[config.mk]
export PLATFORM = sky130hd
export DESIGN_NAME = access_port_select_decode
export DESIGN_NICKNAME = d
export VERILOG_FILES = /design/src/core/access_port_pkg.sv /design/src/core/port_reg_decode.sv /design/src/core/downstream_seq.sv /design/src/core/access_port_select_decode.sv
export SDC_FILE = /design/constraint.sdc
export NUM_CORES = 1
export LEC_CHECK = 0
export BUFFER_PORTS_ARGS = -buffer_cell sky130_fd_sc_hd__buf_4
export CAP_MARGIN = 10
export CORE_MARGIN = 2
export CORE_UTILIZATION = 35
export DETAILED_ROUTE_END_ITERATION = 16
export PLACE_DENSITY_LB_ADDON = 0.15
export SETUP_SLACK_MARGIN = 0.1
export SLEW_MARGIN = 0
export SYNTH_ARGS = -nofsm -noshare
export SYNTH_HDL_FRONTEND = slang
export SYNTH_SLANG_ARGS = --single-unit
[constraint.sdc]
create_clock -name core_clk -period 3.3 [get_ports core_clk]
set_clock_uncertainty 0.2 [all_clocks]
set_input_delay 0.165 -clock core_clk [delete_from_list [all_inputs] [get_ports core_clk]]
set_output_delay 0.165 -clock core_clk [all_outputs]
set_load 0.01 [all_outputs]
[src/core/access_port_pkg.sv]
`default_nettype none
package access_port_pkg;

  // register offsets within the port's 8-bit register space
  localparam logic [7:0] OFS_CONTROL   = 8'h00;
  localparam logic [7:0] OFS_XFER_ADDR = 8'h04;
  localparam logic [7:0] OFS_DATA_RW   = 8'h0C;
  localparam logic [7:0] OFS_CONFIG    = 8'hF4;
  localparam logic [7:0] OFS_BASE      = 8'hF8;
  localparam logic [7:0] OFS_IDENT     = 8'hFC;

  // bank holding the four banked data windows
  localparam logic [3:0] BANKED_BANK   = 4'h1;

  // control register fields
  localparam int CTRL_ENABLE_BIT       = 0;
  localparam int CTRL_ERROR_BIT        = 8;

  // reset values
  localparam logic [31:0] RST_CONTROL   = 32'h0000_0001;
  localparam logic [31:0] RST_XFER_ADDR = 32'h0000_0000;
  localparam logic [31:0] RST_RDATA     = 32'h0000_0000;

  // debug components sit in whole blocks of this many address bits
  localparam int BLOCK_ADDR_BITS        = 12;
  localparam int BASE_PRESENT_BIT       = 0;

  typedef enum logic [1:0] {
    CLS_RESERVED = 2'b00,
    CLS_LOCAL    = 2'b01,
    CLS_MEMORY   = 2'b10
  } reg_class_e;

  typedef enum logic [0:0] {
    SEQ_IDLE = 1'b0,
    SEQ_WAIT = 1'b1
  } seq_state_e;

  typedef struct packed {
    logic [7:0]  port_select;
    logic [3:0]  bank_select;
    logic [1:0]  reg_index;
    logic        transfer_direction_bit; // 1 = read
    logic [31:0] wdata;
  } txn_s;

  typedef struct packed {
    logic [31:0] addr;
    logic        write;
    logic [31:0] wdata;
  } mem_req_s;

  typedef struct packed {
    logic [31:0] rdata;
    logic        error;
  } rsp_s;

endpackage
`default_nettype wire

[src/core/port_reg_decode.sv]
`timescale 1ns/1ps
`default_nettype none
module port_reg_decode #(
  parameter logic [7:0] PORT_NUM = 8'h00
) (
  input  wire access_port_pkg::txn_s       txn,        // incoming transaction
  input  wire logic [31:0]                 xfer_addr,  // transfer address register
  output logic                             selected,   // this port is addressed
  output logic [7:0]                       offset,     // register offset
  output access_port_pkg::reg_class_e      reg_class,  // local, memory or reserved
  output logic [31:0]                      mem_addr    // downstream address
);

  wire is_data_rw = (offset == access_port_pkg::OFS_DATA_RW);
  wire is_banked  = (txn.bank_select == access_port_pkg::BANKED_BANK);
  wire is_local   = (offset == access_port_pkg::OFS_CONTROL)
                  | (offset == access_port_pkg::OFS_XFER_ADDR)
                  | (offset == access_port_pkg::OFS_CONFIG)
                  | (offset == access_port_pkg::OFS_BASE)
                  | (offset == access_port_pkg::OFS_IDENT);

  assign selected  = (txn.port_select == PORT_NUM); // [RULE2]
  assign offset    = {txn.bank_select, txn.reg_index, 2'b00}; // [RULE3] [RULE4] [RULE13]
  assign reg_class = is_local ? access_port_pkg::CLS_LOCAL :
                     (is_data_rw | is_banked) ? access_port_pkg::CLS_MEMORY :
                     access_port_pkg::CLS_RESERVED;
  // banked windows cover the aligned four words at the transfer address
  assign mem_addr  = is_banked ? {xfer_addr[31:4], txn.reg_index, 2'b00} : xfer_addr; // [RULE4]

endmodule // port_reg_decode
`default_nettype wire

[src/core/downstream_seq.sv]
`timescale 1ns/1ps
`default_nettype none
module downstream_seq (
  input  wire logic                        core_clk,      // clock
  input  wire logic                        rstn,          // sync reset, active low
  input  wire logic                        start,         // launch one access
  input  wire access_port_pkg::mem_req_s   start_req,     // access to launch
  output logic                             busy,          // access outstanding
  output logic                             done,          // completion pulse
  output logic                             mem_req_valid, // downstream request
  output access_port_pkg::mem_req_s        mem_req,       // downstream address/data
  input  wire logic                        mem_done       // downstream completion
);

  access_port_pkg::seq_state_e state_reg, state_next;
  access_port_pkg::mem_req_s   req_reg;

  assign done          = (state_reg == access_port_pkg::SEQ_WAIT) & mem_done;
  assign busy          = (state_reg == access_port_pkg::SEQ_WAIT);
  assign mem_req_valid = busy;
  assign mem_req       = req_reg;

  // waits for completion however long it takes
  always_comb begin
    state_next = state_reg;
    unique case (state_reg)
      access_port_pkg::SEQ_IDLE: if (start) state_next = access_port_pkg::SEQ_WAIT;
      access_port_pkg::SEQ_WAIT: if (mem_done) state_next = access_port_pkg::SEQ_IDLE; // [RULE6]
    endcase
  end

  always_ff @(posedge core_clk) begin
    if (!rstn) begin
      state_reg <= access_port_pkg::SEQ_IDLE;
      req_reg   <= '0;
    end else begin
      state_reg <= state_next;
      if (start && !busy) req_reg <= start_req;
    end
  end

endmodule // downstream_seq
`default_nettype wire

[src/core/access_port_select_decode.sv]
// Function
// RULE1 - identification register readable at offset FC
// RULE2 - only the selected port takes transactions
// RULE3 - bank select forms offset bits 7:4
// RULE4 - register index picks one of four
// RULE5 - direction bit chooses read or write
// RULE6 - transaction may stall until downstream completes
// RULE7 - debugger skips port types it doesn't know
// RULE8 - local register access makes no downstream access
// RULE9 - components occupy whole 4KB address blocks
// RULE10 - several components require a 4KB identification table
// RULE11 - accepts transactions from either debug port variant
// RULE12 - local register transactions complete without stalling; here they wait while a downstream access is outstanding (txn_ready low)
// RULE13 - offset is bank, index, two zero bits
`timescale 1ns/1ps
`default_nettype none
module access_port_select_decode #(
  parameter logic [7:0]  PORT_NUM       = 8'h00,          // this port's select value
  parameter logic [31:0] IDENT_VALUE    = 32'h0A5A_0001,  // arbitrary identification value
  parameter logic [31:0] CONFIG_VALUE   = 32'h0000_0000,  // configuration word
  parameter logic [31:0] BASE_ADDR      = 32'h0000_0000,  // first component block
  parameter int          NUM_COMPONENTS = 1,              // debug components downstream
  parameter bit          TABLE_PRESENT  = 1'b0            // table fitted with one component
) (
  input  wire logic                       core_clk,      // clock
  input  wire logic                       rstn,          // sync reset, active low
  input  wire logic                       txn_valid,     // transaction offered
  input  wire access_port_pkg::txn_s      txn,           // selection, index, direction, data
  output logic                            txn_ready,     // transaction taken by this port
  output logic                            rsp_valid,     // answer pulse
  output access_port_pkg::rsp_s           rsp,           // read data and error
  output logic                            mem_req_valid, // downstream request held
  output access_port_pkg::mem_req_s       mem_req,       // downstream address/data
  input  wire logic                       mem_done,      // downstream completion
  input  wire logic [31:0]                mem_rdata,     // downstream read data
  input  wire logic                       mem_error      // downstream error
);

  logic                        selected;
  logic [7:0]                  offset;
  access_port_pkg::reg_class_e reg_class;
  logic [31:0]                 dec_mem_addr;
  logic                        seq_busy;
  logic                        seq_done;
  logic [31:0]                 control_reg;
  logic [31:0]                 xfer_addr_reg;
  logic                        rsp_valid_reg;
  logic                        rsp_valid_next;
  access_port_pkg::rsp_s       rsp_reg;
  access_port_pkg::rsp_s       rsp_next;
  logic                        pend_read_reg;
  logic [31:0]                 read_mux;
  access_port_pkg::mem_req_s   start_req;

  // one decode serves any debug port variant using the common selection
  port_reg_decode #(
    .PORT_NUM (PORT_NUM)
  ) u_decode (
    .txn       (txn),
    .xfer_addr (xfer_addr_reg),
    .selected  (selected),
    .offset    (offset),
    .reg_class (reg_class),
    .mem_addr  (dec_mem_addr)
  ); // [RULE11]

  wire taken       = txn_valid & txn_ready;
  wire is_read     = txn.transfer_direction_bit;
  wire is_write    = ~txn.transfer_direction_bit; // [RULE5]
  wire down_enable = control_reg[access_port_pkg::CTRL_ENABLE_BIT];
  wire take_local  = taken & (reg_class != access_port_pkg::CLS_MEMORY);
  wire take_mem    = taken & (reg_class == access_port_pkg::CLS_MEMORY);
  wire launch      = take_mem & down_enable;
  wire refuse_mem  = take_mem & ~down_enable;
  wire wr_control  = take_local & is_write & (offset == access_port_pkg::OFS_CONTROL);
  wire wr_xfer     = take_local & is_write & (offset == access_port_pkg::OFS_XFER_ADDR);
  wire err_event   = seq_done & mem_error;

  // base points at a whole block; the present bit flags the table
  wire        table_needed = (NUM_COMPONENTS > 1) | TABLE_PRESENT; // [RULE10]
  wire [31:0] base_word    = {BASE_ADDR[31:access_port_pkg::BLOCK_ADDR_BITS],
                              11'h000, table_needed}; // [RULE9]

  // unselected ports never claim; memory access blocks further requests
  assign txn_ready = selected & ~seq_busy; // [RULE2] [RULE6]
  assign start_req = '{addr: dec_mem_addr, write: is_write, wdata: txn.wdata}; // [RULE5]

  downstream_seq u_seq (
    .core_clk      (core_clk),
    .rstn          (rstn),
    .start         (launch),
    .start_req     (start_req),
    .busy          (seq_busy),
    .done          (seq_done),
    .mem_req_valid (mem_req_valid),
    .mem_req       (mem_req),
    .mem_done      (mem_done)
  ); // [RULE8]

  // local read data; reserved offsets read as zero
  always_comb begin
    unique case (offset)
      access_port_pkg::OFS_CONTROL:   read_mux = control_reg;
      access_port_pkg::OFS_XFER_ADDR: read_mux = xfer_addr_reg;
      access_port_pkg::OFS_CONFIG:    read_mux = CONFIG_VALUE;
      access_port_pkg::OFS_BASE:      read_mux = base_word;
      access_port_pkg::OFS_IDENT:     read_mux = IDENT_VALUE; // [RULE1]
      default:                        read_mux = 32'h0000_0000;
    endcase
  end

  // answer for local, refused and completed downstream accesses
  always_comb begin
    rsp_valid_next = 1'b0;
    rsp_next       = '{rdata: access_port_pkg::RST_RDATA, error: 1'b0};
    if (take_local) begin
      rsp_valid_next = 1'b1; // [RULE12]
      rsp_next.rdata = is_read ? read_mux : access_port_pkg::RST_RDATA;
    end else if (refuse_mem) begin
      rsp_valid_next = 1'b1;
      rsp_next.error = 1'b1;
    end else if (seq_done) begin
      rsp_valid_next = 1'b1;
      rsp_next.rdata = pend_read_reg ? mem_rdata : access_port_pkg::RST_RDATA;
      rsp_next.error = mem_error;
    end
  end

  assign rsp_valid = rsp_valid_reg;
  assign rsp       = rsp_reg;

  always_ff @(posedge core_clk) begin
    if (!rstn) begin
      rsp_valid_reg <= 1'b0;
      rsp_reg       <= '0;
      pend_read_reg <= 1'b0;
    end else begin
      rsp_valid_reg <= rsp_valid_next;
      rsp_reg       <= rsp_next;
      if (launch) pend_read_reg <= is_read;
    end
  end

  // control: enable is writable, error flag is write-one-to-clear
  always_ff @(posedge core_clk) begin
    if (!rstn) begin
      control_reg <= access_port_pkg::RST_CONTROL;
    end else begin
      if (wr_control) begin
        control_reg[access_port_pkg::CTRL_ENABLE_BIT] <=
          txn.wdata[access_port_pkg::CTRL_ENABLE_BIT];
        if (txn.wdata[access_port_pkg::CTRL_ERROR_BIT])
          control_reg[access_port_pkg::CTRL_ERROR_BIT] <= 1'b0;
      end
      // a new error beats a clear in the same cycle
      if (err_event) control_reg[access_port_pkg::CTRL_ERROR_BIT] <= 1'b1;
    end
  end

  always_ff @(posedge core_clk) begin
    if (!rstn) begin
      xfer_addr_reg <= access_port_pkg::RST_XFER_ADDR;
    end else if (wr_xfer) begin
      xfer_addr_reg <= txn.wdata;
    end
  end
endmodule // access_port_select_decode
`default_nettype wire

Yosys cells after proc, flatten, opt, wreduce, memory -nomap -nowiden
Cells that the tools add are included.
- flip-flop bits (word level): 135
- output and inout port bits: 101
- eq/ne operators: 8
- mux-type cells: 19
- bitwise gates (word level): 20
- reductions and logical operators: 8
- operator list (cell ; count):
    two-way mux 32 bit ; 4
    case mux 32 bit (3 select lines) ; 1
    two-way mux 33 bit ; 1
    equality test 6 bit, second input constant ; 3
    logical NOT 8 bit ; 2
    AND 1 bit ; 11
    two-way mux 1 bit ; 9
    equality test 6 x 1 -> 1 bit, second input constant ; 1
    equality test 6 x 2 -> 1 bit, second input constant ; 1
    OR 1 bit ; 5
    equality test 4 x 1 -> 1 bit, second input constant ; 1
    two-way mux 2 bit ; 2
    two-way mux 4 bit ; 1
    NOT 1 bit ; 4
    nonzero test 2 bit ; 2
    equality test 2 bit, second input constant ; 1
    != test 2 bit, second input constant ; 1
    case mux 1 bit (2 select lines) ; 1
    AND reduction 2 bit ; 1
    OR reduction 2 bit ; 1
    logical AND 1 bit ; 1
    logical NOT 1 bit ; 1

Depth between registers and ports, before layout
- depth in word-level cells: 12
- gate-level depth with buffers: 7
- mapped depth without buffers: 4

Modules after synthesis
A second synthesis with hierarchy kept.
- cell total of the unflattened synthesis: 605
- area, all modules: 5738.0 sq um
- modules (own cells, without submodules) (module ; times used ; cells an instance ; area each (sq um)):
    access_port_select_decode ; 1 ; 264 ; 2692.6
    downstream_seq ; 1 ; 289 ; 2640.0
    port_reg_decode ; 1 ; 52 ; 405.4

Least setup slack after synthesis
No wires, ideal clock.
- path type: register to register
- start: register u_seq.state_reg, in the netlist u_seq.busy
- end: register xfer_addr_reg[0]
- arrival time: 1551 ps
- data required time: 2980 ps
- path slack: 1429 ps
- cell stages (with the launch flop): 7
- path buffers: 2
- period minus slack after synthesis: 1871 ps
- path through: dfxtp_1 nor4b_4 nand3_2 or3_1 buf_2 buf_6 mux2i_1
- longest elaborated chain between the ends: 6
- ends and longest elaborated chain (item ; RTL line ; text):
    start, declared ; downstream_seq.sv:15 ; access_port_pkg::seq_state_e state_reg, state_next;
    start signal, assigned ; downstream_seq.sv:34 ; state_reg <= access_port_pkg::SEQ_IDLE;
    start signal, assigned ; downstream_seq.sv:37 ; state_reg <= state_next;
    NOT 1 bit ; -- ;
    AND 1 bit ; access_port_select_decode.sv:85 ; assign txn_ready = selected & ~seq_busy;
    AND 1 bit ; access_port_select_decode.sv:67 ; wire taken = txn_valid & txn_ready;
    AND 1 bit ; access_port_select_decode.sv:71 ; wire take_local = taken & (reg_class != access_port_pkg::CLS_MEMORY);
    AND 1 bit (2 in series) ; access_port_select_decode.sv:76 ; wire wr_xfer = take_local & is_write & (offset == access_port_pkg::OFS_XFER_ADDR);
    end signal, assigned ; access_port_select_decode.sv:162 ; xfer_addr_reg <= access_port_pkg::RST_XFER_ADDR;
    end signal, assigned ; access_port_select_decode.sv:164 ; xfer_addr_reg <= txn.wdata;
    end, declared ; access_port_select_decode.sv:46 ; logic [31:0] xfer_addr_reg;
No other way between the ends.
A chain may end at the register's enable or synchronous reset.

Worst setup path in the final report
- start: register u_seq.state_reg, in the netlist u_seq.busy
- end: register rsp_reg (netlist bit rsp[1])
- longest elaborated chain between the ends: 7
- ends and longest elaborated chain (item ; RTL line ; text):
    NOT 1 bit ; -- ;
    AND 1 bit ; access_port_select_decode.sv:85 ;
    AND 1 bit ; access_port_select_decode.sv:67 ;
    AND 1 bit ; access_port_select_decode.sv:72 ; wire take_mem = taken & (reg_class == access_port_pkg::CLS_MEMORY);
    AND 1 bit ; access_port_select_decode.sv:74 ; wire refuse_mem = take_mem & ~down_enable;
    two-way mux 32 bit ; access_port_select_decode.sv:119 ; end else if (refuse_mem) begin
    two-way mux 32 bit * ; access_port_select_decode.sv:116 ; if (take_local) begin
    end signal, assigned ; access_port_select_decode.sv:139 ; rsp_reg <= rsp_next;
    end, declared ; access_port_select_decode.sv:49 ; access_port_pkg::rsp_s rsp_reg;
Mark *: on every way between the ends. The rest lies on a longest branch, timed or not.

==> impl_metrics.env <==
export IMPL_status="complete, no violations"
export IMPL_ys_ff_latch=135
export IMPL_seq_area_frac_synth=0.536
export IMPL_drtAntennaViolNets=0
export IMPL_start_util=0.360
export IMPL_cts_root_buf="clkbuf_16"
export IMPL_syn_inst=498
export IMPL_rows=43
export IMPL_setup_slack_ps=736
export IMPL_portBuffers=184
export IMPL_report_final_hold_viol_count=0
export IMPL_drt_iter0_drc=222
export IMPL_syn_nets=582
export IMPL_drive_gt1_frac=0.308
export IMPL_wl_per_cell_um=15.1
export IMPL_ir_drop_v=0.000296
export IMPL_dieArea_um2=15400
export IMPL_min_period_over_period=0.777
export IMPL_setup_viol=0
export IMPL_rsz0062_at_grt="false"
export IMPL_die_h_um=124
export IMPL_drc=0
export IMPL_syn_area_per_cell_um2=10.1
export IMPL_first_global_vias=4387
export IMPL_clk_path_buf_depth=2
export IMPL_grt_overflow=0
export IMPL_wirelength_um=14200
export IMPL_cts_inserted_buffers=17
export IMPL_max_freq_mhz=390
export IMPL_clock_latency_ps=420
export IMPL_worst_pin_slew_ps=1080
export IMPL_globalplace_congestion=0.842
export IMPL_core_um2=14000
export IMPL_ys_async_sr_fraction=0
export IMPL_cap_violations=0
export IMPL_syn_to_final_growth_pct=55.2
export IMPL_ctsResizeCount=0
export IMPL_num_antenna_cells=0
export IMPL_synth_area_um2=5040
export IMPL_required_ps=3460
export IMPL_powerDensity_nw_per_um2=468
export IMPL_clk_pin_slew_ps=50
export IMPL_leakage_nw=3.47
export IMPL_place_ws_ps=832
export IMPL_total_power_mw=3.66
export IMPL_instances_no_fill=939
export IMPL_post_dp_cell_area_um2=6550
export IMPL_grt_pass1_wl_um=21400
export IMPL_fin_setup_tns_ps=0
export IMPL_avgViaCountPerCell=4.75
export IMPL_htree_num_levels=4
export IMPL_largest_reg_flops=65
export IMPL_utilization=0.559
export IMPL_slew_headroom=0.282
export IMPL_clock_sinks=135
export IMPL_final_area_um2=7820
export IMPL_synth_cell_type_count=33
export IMPL_grt_max_degree=70
export IMPL_fp_dieW_um=124
export IMPL_dp_cells=836
export IMPL_cp_max_fo=8
export IMPL_fin_hold_ws_ps=17.3
export IMPL_slew_viol_final=0
export IMPL_drtPass1Iterations=5
export IMPL_dominantRegCellSynth="dfxtp_1"
export IMPL_num_vias=4460
export IMPL_worstPathArrival_ps=2720
export IMPL_nNetsFinal=830
export IMPL_post_cts_buffers=0
export IMPL_num_io_pins=185
export IMPL_end_kind="register"
export IMPL_min_period_ps=2560
export IMPL_start_kind="register"
export IMPL_hpwlAfterDp_um=9580
export IMPL_synth_edf_count=0
export IMPL_grtUsageTotal=0.183
export IMPL_cts_tree="yes"
export IMPL_antenna_found_initial=0
export IMPL_yosysWarnings=0
export IMPL_path_class="register to register"
export IMPL_hp_class="primary input to register"
==> critical path, stage by stage, from the launching register on <==
cell	delay [ps]
dfxtp_1	370
nor4b_4	330
and3_1	400
nand4_1	370
o21ai_0	270
dlygate4sd3_1	570
==> path summary, 6_finish.rpt <==
path	cells past startpoint	end	slack (ps)	from
setup reg to reg	5	rsp[1]	740	u_seq.busy
hold reg to reg	2	u_seq.mem_req[57]	260	u_seq.mem_req[57]
setup / recovery	5	rsp[1]	740	u_seq.busy
hold / removal	4	u_seq.mem_req[35]	20	txn[33]
==> cell families (layout without fill, tap and decap cells) <==
group / Yosys count / after routing / synth area share
AND/OR/NAND/NOR: 183 / 183 / 0.165
flip-flops: 135 / 135 / 0.536
multiplexers: 97 / 97 / 0.194
AO/OA/AOI/OAI: 49 / 49 / 0.0690
buffers and inverters: 34 / 295 / 0.0370
==> Yosys cell counts, types with 2 or more instances <==
cell type,n,area [µm²]
and3_1,6,37.5
or3_1,2,12.5
a22o_1,24,210
nand3_1,5,25.0
nor3_1,2,10.0
mux2_2,4,45.0
buf_4,4,30.0
nand2_1,144,541
nand4_1,6,37.5
clkbuf_1,19,71.3
o21ai_0,14,70.1
dfxtp_1,135,2700
nor4b_1,2,17.5
buf_2,5,25.0
nor2_1,5,18.8
a21oi_1,7,35.0
buf_6,5,56.3
nor4b_4,2,47.6
mux2i_1,93,931
==> per-layer routing <==
layer  GRT usage  routed length, µm  up-vias
met4      0.0787                240        0
met1       0.216               6170     2071
met5           0                  0        -
met3      0.0614               1030       21
met2       0.305               6770      163
li1            -                  -     2205
==> cell type report <==
| class | count | area (µm²) |
|---|---|---|
| fill | 1230 | 6160 |
| tap | 180 | 225 |
| clock buffer | 22 | 464 |
| clock inverter | 10 | 103 |
| sequential | 135 | 2700 |
| timing repair buffer | 263 | 2160 |
| multi-input combinational | 329 | 2160 |
==> placed cells by master (no fill, tap or decap), types with 3 or more instances in the layout <==
cell,instances
buf_4,191
nand2_1,144
dfxtp_1,135
mux2i_1,93
dlygate4sd3_1,71
a22o_1,24
clkbuf_16,17
o21ai_0,14
a21oi_1,7
clkinv_2,7
and3_1,6
nand4_1,6
nand3_1,5
mux2_2,4
nor2_1,3
clkbuf_1,3
==> repair_timing <==
item                                   4_1_cts  5_1_grt
endpoints found under the hold margin      106        0
hold buffers                                71        0
setup endpoints to repair                    0        0
==> power breakdown <==
group	switching, mW	internal, mW
combinational	0.0818	0.129
sequential	0.0000387	1.63
clock	0.682	1.14
total	0.764	2.90
Power figures use the tool's default switching activity.
